## src/design/hjs_pkg.sv

```systemverilog
// Purpose: shared constants and types for the joystick sensor serial register block
// Assumes: 125 MHz core clock; two-wire bus pins sampled into that domain
// Notes: offsets, field positions, reset values and timing counts live only here
package hjs_pkg;

	// fixed 7-bit slave address 1000 000
	localparam logic [6:0] BUS_ADDR = 7'h40;

	// register offsets
	localparam logic [7:0] OFS_X_POS = 8'h41;
	localparam logic [7:0] OFS_Y_POS = 8'h42;
	localparam logic [7:0] OFS_XP_THR = 8'h43;
	localparam logic [7:0] OFS_XN_THR = 8'h44;
	localparam logic [7:0] OFS_X_REL = 8'h51;
	localparam logic [7:0] OFS_Y_REL = 8'h52;
	localparam logic [7:0] OFS_YP_THR = 8'h53;
	localparam logic [7:0] OFS_YN_THR = 8'h54;
	localparam logic [7:0] OFS_SEC_CTL = 8'h75;
	localparam logic [7:0] OFS_MAIN_CTL = 8'h76;

	// main control field positions
	localparam int MC_PULSED = 7;
	localparam int MC_ACTIVE = 6;
	localparam int MC_CONT = 5;
	localparam int MC_WUP_EN = 4;
	localparam int MC_ACT_EN = 3;
	localparam int MC_EXTCLK = 2;
	localparam int MC_SRST = 1;
	localparam int MC_VALID = 0;
	// secondary control field positions
	localparam int SC_INVERT = 1;

	// reset values
	localparam logic [7:0] MAIN_RST = 8'h98;
	localparam logic [7:0] SEC_RST = 8'h40;
	localparam logic [7:0] THR_POS_RST = 8'h28;
	localparam logic [7:0] THR_NEG_RST = 8'hd8;
	localparam logic [7:0] POS_RST = 8'h00;

	// wake periods
	localparam int CLK_HZ = 125_000_000;
	localparam int SHUT_WAKE_MS = 80;
	localparam int LOWP_WAKE_MS = 20;
	localparam int SHUT_WAKE_CYC = SHUT_WAKE_MS * (CLK_HZ / 1000);
	localparam int LOWP_WAKE_CYC = LOWP_WAKE_MS * (CLK_HZ / 1000);

	typedef enum logic [7:0] {
		ST_IDLE = 8'h01,
		ST_DEV = 8'h02,
		ST_ACK_DEV = 8'h04,
		ST_REG = 8'h08,
		ST_ACK_REG = 8'h10,
		ST_WDAT = 8'h20,
		ST_RDAT = 8'h40,
		ST_WAIT = 8'h80
	} hjs_bus_st_t;

	typedef struct packed {
		logic valid;
		logic [7:0] x;
		logic [7:0] y;
	} hjs_sample_t;

	typedef struct packed {
		logic scl;
		logic sda;
		logic scl_rise;
		logic scl_fall;
		logic start;
		logic stop;
	} hjs_pins_t;

	typedef struct packed {
		logic [7:0] main;
		logic [7:0] sec;
		logic [7:0] xp;
		logic [7:0] xn;
		logic [7:0] yp;
		logic [7:0] yn;
		logic [7:0] xpos;
		logic [7:0] ypos;
	} hjs_regs_t;

	localparam hjs_regs_t RF_RST = '{MAIN_RST, SEC_RST, THR_POS_RST, THR_NEG_RST,
		THR_POS_RST, THR_NEG_RST, POS_RST, POS_RST};

	typedef struct packed {
		hjs_bus_st_t bus;
		logic [2:0] cnt;
		logic [7:0] shf;
		logic rnw;
		logic [7:0] ra;
		logic acked;
		logic drv;
		logic sda_lvl;
		hjs_regs_t rf;
		logic irq_n;
		logic [23:0] tmr;
		logic wake;
	} hjs_state_t;

endpackage

```

## src/design/hjs_regs.sv

```systemverilog
// Purpose: two-wire slave and register bank of a magnetic joystick sensor
// Assumes: sample engine on the core clock; bus pins asynchronous
// Notes: one data byte per transaction; open-drain data and interrupt
//
// Functional notes
// - answer only at slave address 1000000
// - bits sampled on bus clock rising edge
// - device acks matching address with 0
// - second byte is register address, acked
// - one data byte; final ack slot is 1
// - nack wrong address or read-only write
// - main control access releases the interrupt
// - bits 7,6 select power mode, reset 1,0
// - shutdown: threshold crossing drives interrupt low
// - low power irq per result; full holds
// - soft reset bit restores all reset values
// - bit 0 flags valid coordinates, reset 0
// - secondary bit 1 inverts hall sense
// - four signed thresholds with reset values
// - read-only X/Y positions reset to zero
// - release-register reads return coordinate, release irq
// - all registers reachable over serial bus
// - shutdown wakes every 80 ms
// - low power wakes every 20 ms
// - full power converts continuously
// - power mode change releases interrupt
`timescale 1ns/1ns
`default_nettype none
module hjs_regs
	import hjs_pkg::*;
#(
	parameter int SHUT_CYC = SHUT_WAKE_CYC,
	parameter int LOWP_CYC = LOWP_WAKE_CYC
)(
	input wire logic clk_in,
	input wire logic rst_in,
	input wire logic scl_in,
	input wire logic sda_in,
	output logic sda_out,
	output logic sda_oe_n_out,
	output logic irq_out_low,
	input wire hjs_sample_t sample_in,
	output logic wake_out,
	output logic pulsed_sampling_sel_out,
	output logic active_power_sel_out,
	output logic invert_sense_out
);

	localparam logic [23:0] SHUT_LAST = 24'(SHUT_CYC - 1);
	localparam logic [23:0] LOWP_LAST = 24'(LOWP_CYC - 1);

	hjs_state_t s_reg;
	hjs_state_t s_next;
	hjs_pins_t pin;
	logic [7:0] rd;
	logic [7:0] wdat;
	logic rel;
	logic set_irq;
	logic srst;
	logic hold;
	logic shut;
	logic lowp;
	logic full;

	hjs_pin_sync u_sync (
		.clk_in(clk_in),
		.rst_in(rst_in),
		.scl_in(scl_in),
		.sda_in(sda_in),
		.pins_out(pin)
	);

	function automatic logic reg_mapped(input logic [7:0] a);
		return a == OFS_X_POS || a == OFS_Y_POS || a == OFS_X_REL || a == OFS_Y_REL ||
			a == OFS_XP_THR || a == OFS_XN_THR || a == OFS_YP_THR || a == OFS_YN_THR ||
			a == OFS_SEC_CTL || a == OFS_MAIN_CTL;
	endfunction

	function automatic logic reg_read_only(input logic [7:0] a);
		return a == OFS_X_POS || a == OFS_Y_POS || a == OFS_X_REL || a == OFS_Y_REL;
	endfunction

	function automatic logic [7:0] rd_data(input hjs_regs_t r, input logic [7:0] a);
		logic [7:0] v;
		v = 8'h00;
		unique case (a)
			OFS_X_POS, OFS_X_REL: v = r.xpos;
			OFS_Y_POS, OFS_Y_REL: v = r.ypos;
			OFS_XP_THR: v = r.xp;
			OFS_XN_THR: v = r.xn;
			OFS_YP_THR: v = r.yp;
			OFS_YN_THR: v = r.yn;
			OFS_SEC_CTL: v = r.sec;
			OFS_MAIN_CTL: v = r.main;
			default: v = 8'h00;
		endcase
		return v;
	endfunction

	// signed comparison against all four wake thresholds
	function automatic logic beyond(input hjs_regs_t r, input logic [7:0] x,
		input logic [7:0] y);
		return $signed(x) > $signed(r.xp) || $signed(x) < $signed(r.xn) ||
			$signed(y) > $signed(r.yp) || $signed(y) < $signed(r.yn);
	endfunction

	always_comb begin
		s_next = s_reg;
		s_next.wake = 1'b0;
		rel = 1'b0;
		set_irq = 1'b0;
		srst = 1'b0;
		rd = rd_data(s_reg.rf, s_reg.ra);
		wdat = {s_reg.shf[6:0], pin.sda};
		shut = s_reg.rf.main[MC_PULSED] && !s_reg.rf.main[MC_ACTIVE];
		lowp = s_reg.rf.main[MC_PULSED] && s_reg.rf.main[MC_ACTIVE];
		full = !s_reg.rf.main[MC_PULSED] && s_reg.rf.main[MC_ACTIVE];
		hold = full && s_reg.rf.main[MC_ACT_EN] && !s_reg.irq_n;

		// wake timer for the two pulsed modes
		if (shut || lowp) begin
			if (s_reg.tmr >= (lowp ? LOWP_LAST : SHUT_LAST)) begin
				s_next.tmr = 24'h000000;
				s_next.wake = 1'b1;
			end else begin
				s_next.tmr = s_reg.tmr + 24'h000001;
			end
		end else begin
			s_next.tmr = 24'h000000;
		end

		// serial slave; device only ever answers a master-started frame
		if (pin.start) begin
			s_next.bus = ST_DEV;
			s_next.cnt = 3'h0;
			s_next.drv = 1'b0;
			s_next.sda_lvl = 1'b1;
		end else if (pin.stop) begin
			s_next.bus = ST_IDLE;
			s_next.drv = 1'b0;
			s_next.sda_lvl = 1'b1;
		end else if (pin.scl_rise) begin
			unique case (s_reg.bus)
				ST_DEV, ST_REG, ST_WDAT: begin
					s_next.shf = wdat;
					s_next.cnt = s_reg.cnt + 3'h1;
					s_next.acked = 1'b0;
					if (s_reg.cnt == 3'h7 && s_reg.bus == ST_DEV) begin
						s_next.rnw = pin.sda;
						s_next.bus = (s_reg.shf[6:0] == BUS_ADDR) ? ST_ACK_DEV : ST_WAIT;
					end else if (s_reg.cnt == 3'h7 && s_reg.bus == ST_REG) begin
						s_next.ra = wdat;
						if (reg_mapped(wdat) && (s_reg.rnw || !reg_read_only(wdat))) begin
							s_next.bus = ST_ACK_REG;
							rel = (wdat == OFS_MAIN_CTL);
						end else begin
							s_next.bus = ST_WAIT;
						end
					end else if (s_reg.cnt == 3'h7) begin
						// single byte, then released ack slot and stop
						s_next.bus = ST_WAIT;
						unique case (s_reg.ra)
							OFS_XP_THR: s_next.rf.xp = wdat;
							OFS_XN_THR: s_next.rf.xn = wdat;
							OFS_YP_THR: s_next.rf.yp = wdat;
							OFS_YN_THR: s_next.rf.yn = wdat;
							OFS_SEC_CTL: s_next.rf.sec = wdat;
							default: begin
								s_next.rf.main = {wdat[7:1], s_reg.rf.main[MC_VALID]};
								if (wdat[7:6] != s_reg.rf.main[7:6]) begin
									rel = 1'b1;
									s_next.tmr = 24'h000000;
								end
								srst = wdat[MC_SRST];
							end
						endcase
					end
				end
				ST_ACK_DEV, ST_ACK_REG: s_next.acked = 1'b1;
				ST_RDAT: begin
					s_next.cnt = s_reg.cnt + 3'h1;
					if (s_reg.cnt == 3'h7) begin
						s_next.bus = ST_WAIT;
					end
				end
				ST_IDLE, ST_WAIT: s_next.acked = 1'b0;
				default: s_next.bus = ST_IDLE;
			endcase
		end else if (pin.scl_fall) begin
			unique case (s_reg.bus)
				ST_ACK_DEV, ST_ACK_REG: begin
					if (!s_reg.acked) begin
						// launched on the fall so it is stable at the rise
						s_next.drv = 1'b1;
						s_next.sda_lvl = 1'b0;
					end else begin
						s_next.drv = 1'b0;
						s_next.sda_lvl = 1'b1;
						s_next.cnt = 3'h0;
						s_next.acked = 1'b0;
						if (s_reg.bus == ST_ACK_DEV) begin
							s_next.bus = ST_REG;
						end else if (!s_reg.rnw) begin
							s_next.bus = ST_WDAT;
						end else begin
							s_next.bus = ST_RDAT;
							s_next.shf = {rd[6:0], 1'b0};
							s_next.sda_lvl = rd[7];
							s_next.drv = !rd[7];
							if (s_reg.ra == OFS_X_REL || s_reg.ra == OFS_Y_REL) begin
								rel = 1'b1;
								s_next.rf.main[MC_VALID] = 1'b0;
							end
						end
					end
				end
				ST_RDAT: begin
					s_next.sda_lvl = s_reg.shf[7];
					s_next.drv = !s_reg.shf[7];
					s_next.shf = {s_reg.shf[6:0], 1'b0};
				end
				ST_WAIT: begin
					s_next.drv = 1'b0;
					s_next.sda_lvl = 1'b1;
				end
				ST_IDLE, ST_DEV, ST_REG, ST_WDAT: s_next.drv = 1'b0;
				default: s_next.bus = ST_IDLE;
			endcase
		end

		// sample engine results; a held full-power sample waits for the interrupt release
		if (sample_in.valid && (shut || lowp || full) && !hold) begin
			s_next.rf.xpos = sample_in.x;
			s_next.rf.ypos = sample_in.y;
			s_next.rf.main[MC_VALID] = 1'b1;
			if (shut && s_reg.rf.main[MC_WUP_EN] && beyond(s_reg.rf, sample_in.x, sample_in.y)) begin
				set_irq = 1'b1;
			end
			if ((lowp || full) && s_reg.rf.main[MC_ACT_EN]) begin
				set_irq = 1'b1;
			end
		end

		// a new event beats a release in the same cycle
		if (set_irq) begin
			s_next.irq_n = 1'b0;
		end else if (rel) begin
			s_next.irq_n = 1'b1;
		end

		if (srst) begin
			s_next.rf = RF_RST;
			s_next.irq_n = 1'b1;
			s_next.tmr = 24'h000000;
		end
	end

	always_ff @(posedge clk_in or posedge rst_in) begin
		if (rst_in) begin
			s_reg <= '{ST_IDLE, 3'h0, 8'h00, 1'b0, 8'h00, 1'b0, 1'b0, 1'b1, RF_RST, 1'b1,
				24'h000000, 1'b0};
		end else begin
			s_reg <= s_next;
		end
	end

	assign sda_out = s_reg.sda_lvl;
	assign sda_oe_n_out = !s_reg.drv;
	assign irq_out_low = s_reg.irq_n;
	assign wake_out = s_reg.wake;
	assign pulsed_sampling_sel_out = s_reg.rf.main[MC_PULSED];
	assign active_power_sel_out = s_reg.rf.main[MC_ACTIVE];
	assign invert_sense_out = s_reg.rf.sec[SC_INVERT];
endmodule // hjs_regs
`default_nettype wire

```

## src/design/hjs_pin_sync.sv

```systemverilog
// Purpose: bring bus clock and data pins into the core clock domain
// Assumes: pins idle high; core clock well above twice the bus clock
// Notes: edges and start/stop derive from second and third stages only
`timescale 1ns/1ns
`default_nettype none
module hjs_pin_sync
	import hjs_pkg::*;
(
	input wire logic clk_in,
	input wire logic rst_in,
	input wire logic scl_in,
	input wire logic sda_in,
	output hjs_pins_t pins_out
);

	typedef struct packed {
		logic [1:0] m1;
		logic [1:0] m2;
		logic [1:0] m3;
	} hjs_sync_t;

	hjs_sync_t s_reg;
	hjs_sync_t s_next;

	always_comb begin
		s_next = s_reg;
		s_next.m1 = {scl_in, sda_in};
		s_next.m2 = s_reg.m1;
		s_next.m3 = s_reg.m2;
	end

	// idle-high reset avoids a false start right after release
	always_ff @(posedge clk_in or posedge rst_in) begin
		if (rst_in) begin
			s_reg <= '{2'h3, 2'h3, 2'h3};
		end else begin
			s_reg <= s_next;
		end
	end

	// one driver for the whole struct; per-field drivers of one variable are refused
	assign pins_out = '{
		scl: s_reg.m2[1],
		sda: s_reg.m2[0],
		scl_rise: s_reg.m2[1] && !s_reg.m3[1],
		scl_fall: !s_reg.m2[1] && s_reg.m3[1],
		start: s_reg.m2[1] && s_reg.m3[1] && !s_reg.m2[0] && s_reg.m3[0],
		stop: s_reg.m2[1] && s_reg.m3[1] && s_reg.m2[0] && !s_reg.m3[0]
	};

endmodule // hjs_pin_sync
`default_nettype wire

```

## config.mk

```make
export PLATFORM = sky130hd
export DESIGN_NAME = hjs_regs
export DESIGN_NICKNAME = d
export VERILOG_FILES = /design/src/design/hjs_pkg.sv /design/src/design/hjs_regs.sv /design/src/design/hjs_pin_sync.sv
export SDC_FILE = /design/constraint.sdc
export NUM_CORES = 1
export LEC_CHECK = 0
export BUFFER_PORTS_ARGS = -buffer_cell sky130_fd_sc_hd__clkbuf_2
export CAP_MARGIN = 30
export CELL_PAD_IN_SITES_DETAIL_PLACEMENT = 0
export CELL_PAD_IN_SITES_GLOBAL_PLACEMENT = 1
export CORE_ASPECT_RATIO = 1.75
export CORE_MARGIN = 1
export CORE_UTILIZATION = 49
export CTS_CLUSTER_SIZE = 30
export DETAILED_ROUTE_END_ITERATION = 7
export GPL_TIMING_DRIVEN = 0
export PLACE_DENSITY_LB_ADDON = 0.08
export SYNTH_ARGS = -nofsm -noshare
export SYNTH_HDL_FRONTEND = slang
export SYNTH_SLANG_ARGS = --single-unit
```

## constraint.sdc

```tcl
create_clock -name clk_in -period 4.2 [get_ports clk_in]
set_input_delay 0.42 -clock clk_in [delete_from_list [all_inputs] [get_ports clk_in]]
set_output_delay 0.42 -clock clk_in [all_outputs]
set_load 0.03 [all_outputs]
```

# == Word level (Yosys, flattened, before mapping) ==
# Index checks and enable logic that the tools add are counted.
# word_totals
register_bits,127
input_bits,21
out_inout_bits,7
word_cells,287
# op_classes
addsub,2
n_lt_le_gt_ge,5
n_eq_ne,50
n_mux,105
bitwise_logic,3
n_reduce_logical,99
# ops
op,n
24-bit 2-to-1 mux,12
48-bit 2-to-1 mux,6
8-bit by 7-bit == test with 1-bit output (second input constant),21
8-bit 2-to-1 mux,16
89-bit 2-to-1 mux,1
8-bit case mux with 8 select lines,1
19-bit 2-to-1 mux,3
8-bit AND reduction,7
1-bit 2-to-1 mux,42
40-bit 2-to-1 mux,1
3-bit nonzero test,11
8-bit case mux with 2 select lines,2
24-bit by 1-bit adder with 24-bit output (second input constant),1
24-bit >= comparator,1
8-bit case mux with 3 select lines,1
2-bit nonzero test,12
21-bit 2-to-1 mux,1
7-bit 2-to-1 mux,3
1-bit logical AND,20
1-bit logical OR,17
17-bit 2-to-1 mux,1
8-bit greater-than comparator,2
8-bit < comparator,2
16-bit 2-to-1 mux,1
other kinds (39),79

# == Logic depth before layout (Yosys ltp) ==
# logic_depth
word_depth,21
depth_mapped,12
depth_no_buf,9

# == Hierarchy ==
# Synthesis repeated with hierarchy kept, for this count alone.
# unflattened
cells_unflattened,830
area_unflattened_um2,7916.3
# modules_own_cells
mod,instances,cells_per_inst,area_per_inst_um2
hjs_regs,1,817,7707.4
hjs_pin_sync,1,13,209.0

# == Worst setup path after synthesis ==
# OpenSTA, ideal clock, no wires.
# synth_path
path_kind,register -> register
from,"reg s_reg, in the netlist pulsed_sampling_sel_out"
to,reg s_reg[10] (netlist bit)
setup_ps,86
arrival_time_ps,2961
t_required_ps,4114
setup_slack_ps,1153
stages_incl_launch_ff,13
synth_period_minus_slack_ps,3047
path_cell_list,dfstp_2 buf_2 and2_1 buf_2 inv_1 ha_1 a2111oi_0 nand2_1 a211oi_1 o311a_1 o21ai_1 clkbuf_1 nor3_1
# synth_rtl
element,line,source
start: declaration,hjs_regs.sv:52,hjs_state_t s_reg;
start signal: assignment,hjs_regs.sv:260,"s_reg <= '{ST_IDLE, 3'h0, 8'h00, 1'b0, 8'h00, 1'b0, 1'b0, 1'b1, RF_RST, 1'b1,"
start signal: assignment,hjs_regs.sv:263,s_reg <= s_next;

==> results.md <==
- Layout net count: a little over 900
- Clk_skew: 0.0117 ns
- DRC Markers: 0
- Max incr delay on CP: roughly 0.54 ns
- P_leak: 3.58 nW
- Vias: 6588
- Area of the core: between 15000 and 20000 µm²
- Met1 Usage GRT: 0.322
- Global-route wire length before repair: ~37000 µm
- Die width: a little under 100 µm
- Final setup viols: 0
- Post-synth EDFFs: 0
- Ratio of cells with drive above 1 in the final layout: 0.162
- Max reg flops: about 120
- Routed len/inst: 22.2 µm
- Comb pwr share: 0.075
- Clk buf depth: 2
- Pint: about 0.0021 W
- Synth Register Bits: 127
- First-pass DRT Iterations: 5
- Yosys top cell by area: dfrtp_1
- Slew Limit Fails: 0
- Startpoint class of the critical path: flop
- Post-DP Area: roughly 8000 µm²
- Synth cell types: 83
- Skew-Pair Late Insertion Delay: 0.43 ns
- CP Class: flop to flop
- GPL Wtd Cong: slightly above 0.9
- Diode count: 0
- Initial core utilization: 0.504
- Post-Syn Nets: ~880
- Ys Warns: 0
- Drt via density: ~6.2
- Syn Inst Count: a little over 800
- Final Core Density: 0.567
- Root Buffer: clkbuf_16
- Post-synth top cells: dfrtp_1 (102), nor2_1 (64), nand2_1 (56)
- Outcome: completed
- Crit-path slowest cell: dfstp_2
- RSZ-0062 raised after global routing: no
- Worst hold path type: primary input to flop
- FP Rows: 60
- Initial antenna violation count: 0
- CP dominant cell by count: buf_2
- H-tree level count: 4
- Clock power share: 0.497
- Port buffer count: 27
- VDD IR max: 0.223 mV
- Number of global-route vias before repair: just under 7000
- Setup TNS Final: 0 ns
- Largest net degree at the start of global routing: 100
- Top Usage Layer GRT: met2
- GR Layer Usage met3: 0.0428
- Pwr/cell area: around 330 nW/µm²
- Cell Area, Synth: 7750 µm²
- Die Y-Extent: between 150 and 200 µm
- Syn Area/Cell: 9.49 µm²
- Clk sinks: roughly 130
- Seq/Total Area, Yosys: 0.414
- Crit end category: flop
- Synth top area cells: dfrtp_1 (33%), dfstp_2 (8.5%), ha_1 (6.9%)
- CP required: approximately 4.5 ns
- P_sw: ~0.00076 W
- Tmin final: between 3 and 4 ns
- Fmax: around 0.28 GHz
- Design area: roughly 8700 µm²
- Critical Path AT: roughly 3.9 ns
- Slew @ Worst Pin: 0.872 ns
- Total track usage: 0.301
- Buf/Inv on CP: 4
- Post-route clock period utilization: 0.851
- Area share of the largest cell type after synthesis: 0.329
- ANT nets after route: 0
- CTS tree: done
- Switch share: 0.262
- Sequential power share: 0.428
- CP delay by family, top: compound AO/OA/AOI/OAI gates
- Async SR Flop Fraction: 1.00
- Max-Cap Viols: 0
- Final wirelength: approximately 24000 µm
- Cell chain of the critical path: buf_2 -> and2_1 -> buf_2 -> inv_1 -> ha_1 -> a2111oi_0 -> nand2_1 -> a211oi_1 -> o311a_1 -> o21ai_1 -> clkbuf_1 -> nor3_1
- Met2 Use GR: 0.543
- Initial DRC count: 360
- Total global routing overflow: 0
- Cts bufs inserted: 17
- CP max FO: 10
- Relative slew slack: 0.419
- Ys flop type: dfrtp_1
- Clock-pin slew on the worst setup and hold paths: around 0.060 ns
- Most common cell in the netlist: dfrtp_1
- Io pins: 28
- DIE AREA: approximately 16000 µm²
- Min Hold Slack: between 0.08 and 0.09 ns
- Final hold violations: 0
- P&R area growth vs syn: 12.6%
- DP HPWL: about 18000 µm
==> per-layer routing <==
layer	part of all wire	wire, µm
met5	0	0
met4	0.069	1640
met3	0.034	799
met2	0.53	12400
met1	0.37	8760
==> through the flow <==
stage | worst slack, ns | total power (W) | std cells
2_1_floorplan | 0.437 | 0.00141 | 817
3_3_place_gp | -0.923 | 0.00147 | 1030
3_5_place_dp | 0.635 | 0.00148 | 1031
4_1_cts | 0.641 | 0.00292 | 1064
5_1_grt | 0.236 | 0.00298 | 1064
6_report | 0.628 | 0.00290 | 1064
==> worst paths after layout <==
path | depth (start not counted) | end | slack [ns] | startpoint
setup / recovery | 12 | s_reg[11]$_DFF_PP0_ | 0.63 | pulsed_sampling_sel_out$_DFFE_PP1P_
hold / removal | 1 | u_sync.s_next[3]$_DFF_PP1_ | 0.08 | scl_in
setup reg to reg | 12 | s_reg[11]$_DFF_PP0_ | 0.63 | pulsed_sampling_sel_out$_DFFE_PP1P_
hold reg to reg | 0 | u_sync.pins_out[5]$_DFF_PP1_ | 0.36 | u_sync.s_next[3]$_DFF_PP1_
max in group asynchronous | 4 | sda_out$_DFFE_PP1P_ | 2.88 | rst_in
min in group asynchronous | 3 | s_reg[27]$_DFFE_PP0P_ | 0.51 | rst_in
==> final cells by class <==
class                   count  area (µm²)
plain buffers              51         238
well taps                 186         233
inverters                  50         193
multi-input cells         589        4120
clock buffers              18         429
clock inverters            14         136
repair buffers             29         173
fillers                  1382        6660
flip-flops and latches    127        3210
==> power groups by stage <==
stage               Combinational (W)  Sequential [W]  Clock, W
finish                       0.000218         0.00124   0.00144
global route                 0.000240         0.00124   0.00150
CTS                          0.000218         0.00124   0.00145
detailed placement           0.000216         0.00127         0
global placement             0.000208         0.00127         0
floorplan                    0.000147         0.00126         0
==> cells in the final DEF, fill, tap and decap left out, drive strengths merged, types with 5 or more instances in the layout <==
cell type / netlist / routed
xor2: 16 / 16
clkbuf: 32 / 77
or4: 6 / 6
nand4: 12 / 12
xnor2: 15 / 15
nand2: 56 / 56
mux2i: 18 / 18
dfrtp: 102 / 102
a22o: 18 / 18
o21ai: 49 / 49
a21o: 7 / 7
o22ai: 15 / 15
o32ai: 5 / 5
nor2b: 9 / 9
mux2: 21 / 21
buf: 19 / 20
a21oi: 30 / 30
a221oi: 6 / 6
dfstp: 25 / 25
and4: 5 / 5
nor4: 9 / 9
o31ai: 5 / 5
clkinvlp: 0 / 5
and2: 9 / 9
nand3: 23 / 23
and3: 10 / 10
nand2b: 8 / 8
ha: 43 / 43
inv: 50 / 54
a22oi: 20 / 20
nor2: 65 / 65
o21a: 8 / 8
nor3: 39 / 39
==> worst reg2reg max path, delay by kind of cell, from the launching register on <==
| family | cells | cell delay (ns) |
|---|---|---|
| AO/OA/AOI/OAI | 4 | 1.20 |
| adder cells (fa/ha/maj) | 1 | 0.34 |
| buffers and inverters | 4 | 0.93 |
| flip-flops | 1 | 0.54 |
| AND/OR/NAND/NOR | 3 | 0.49 |
==> kinds of logic (layout without fill, tap and decap cells) <==
family | count (synthesis) | count (layout) | share of synthesized area
and+or+nand+nor | 272 | 272 | 0.188
AOI/OAI and AO/OA | 203 | 203 | 0.183
DFF | 127 | 127 | 0.414
buffers and inverters | 101 | 162 | 0.0549
adders and majority gates | 44 | 44 | 0.0707
muxes | 39 | 39 | 0.0547
xor gates and xnor gates | 31 | 31 | 0.0350
==> timing repair <==
item / in CTS / in global routing
buffers inserted: 0 / 0
gates resized for setup: 0 / 0
endpoints found under the setup margin: 0 / 0
hold endpoints to repair: 26 / 0
hold buffers: 1 / 0
(Power assumes the default switching activity.)
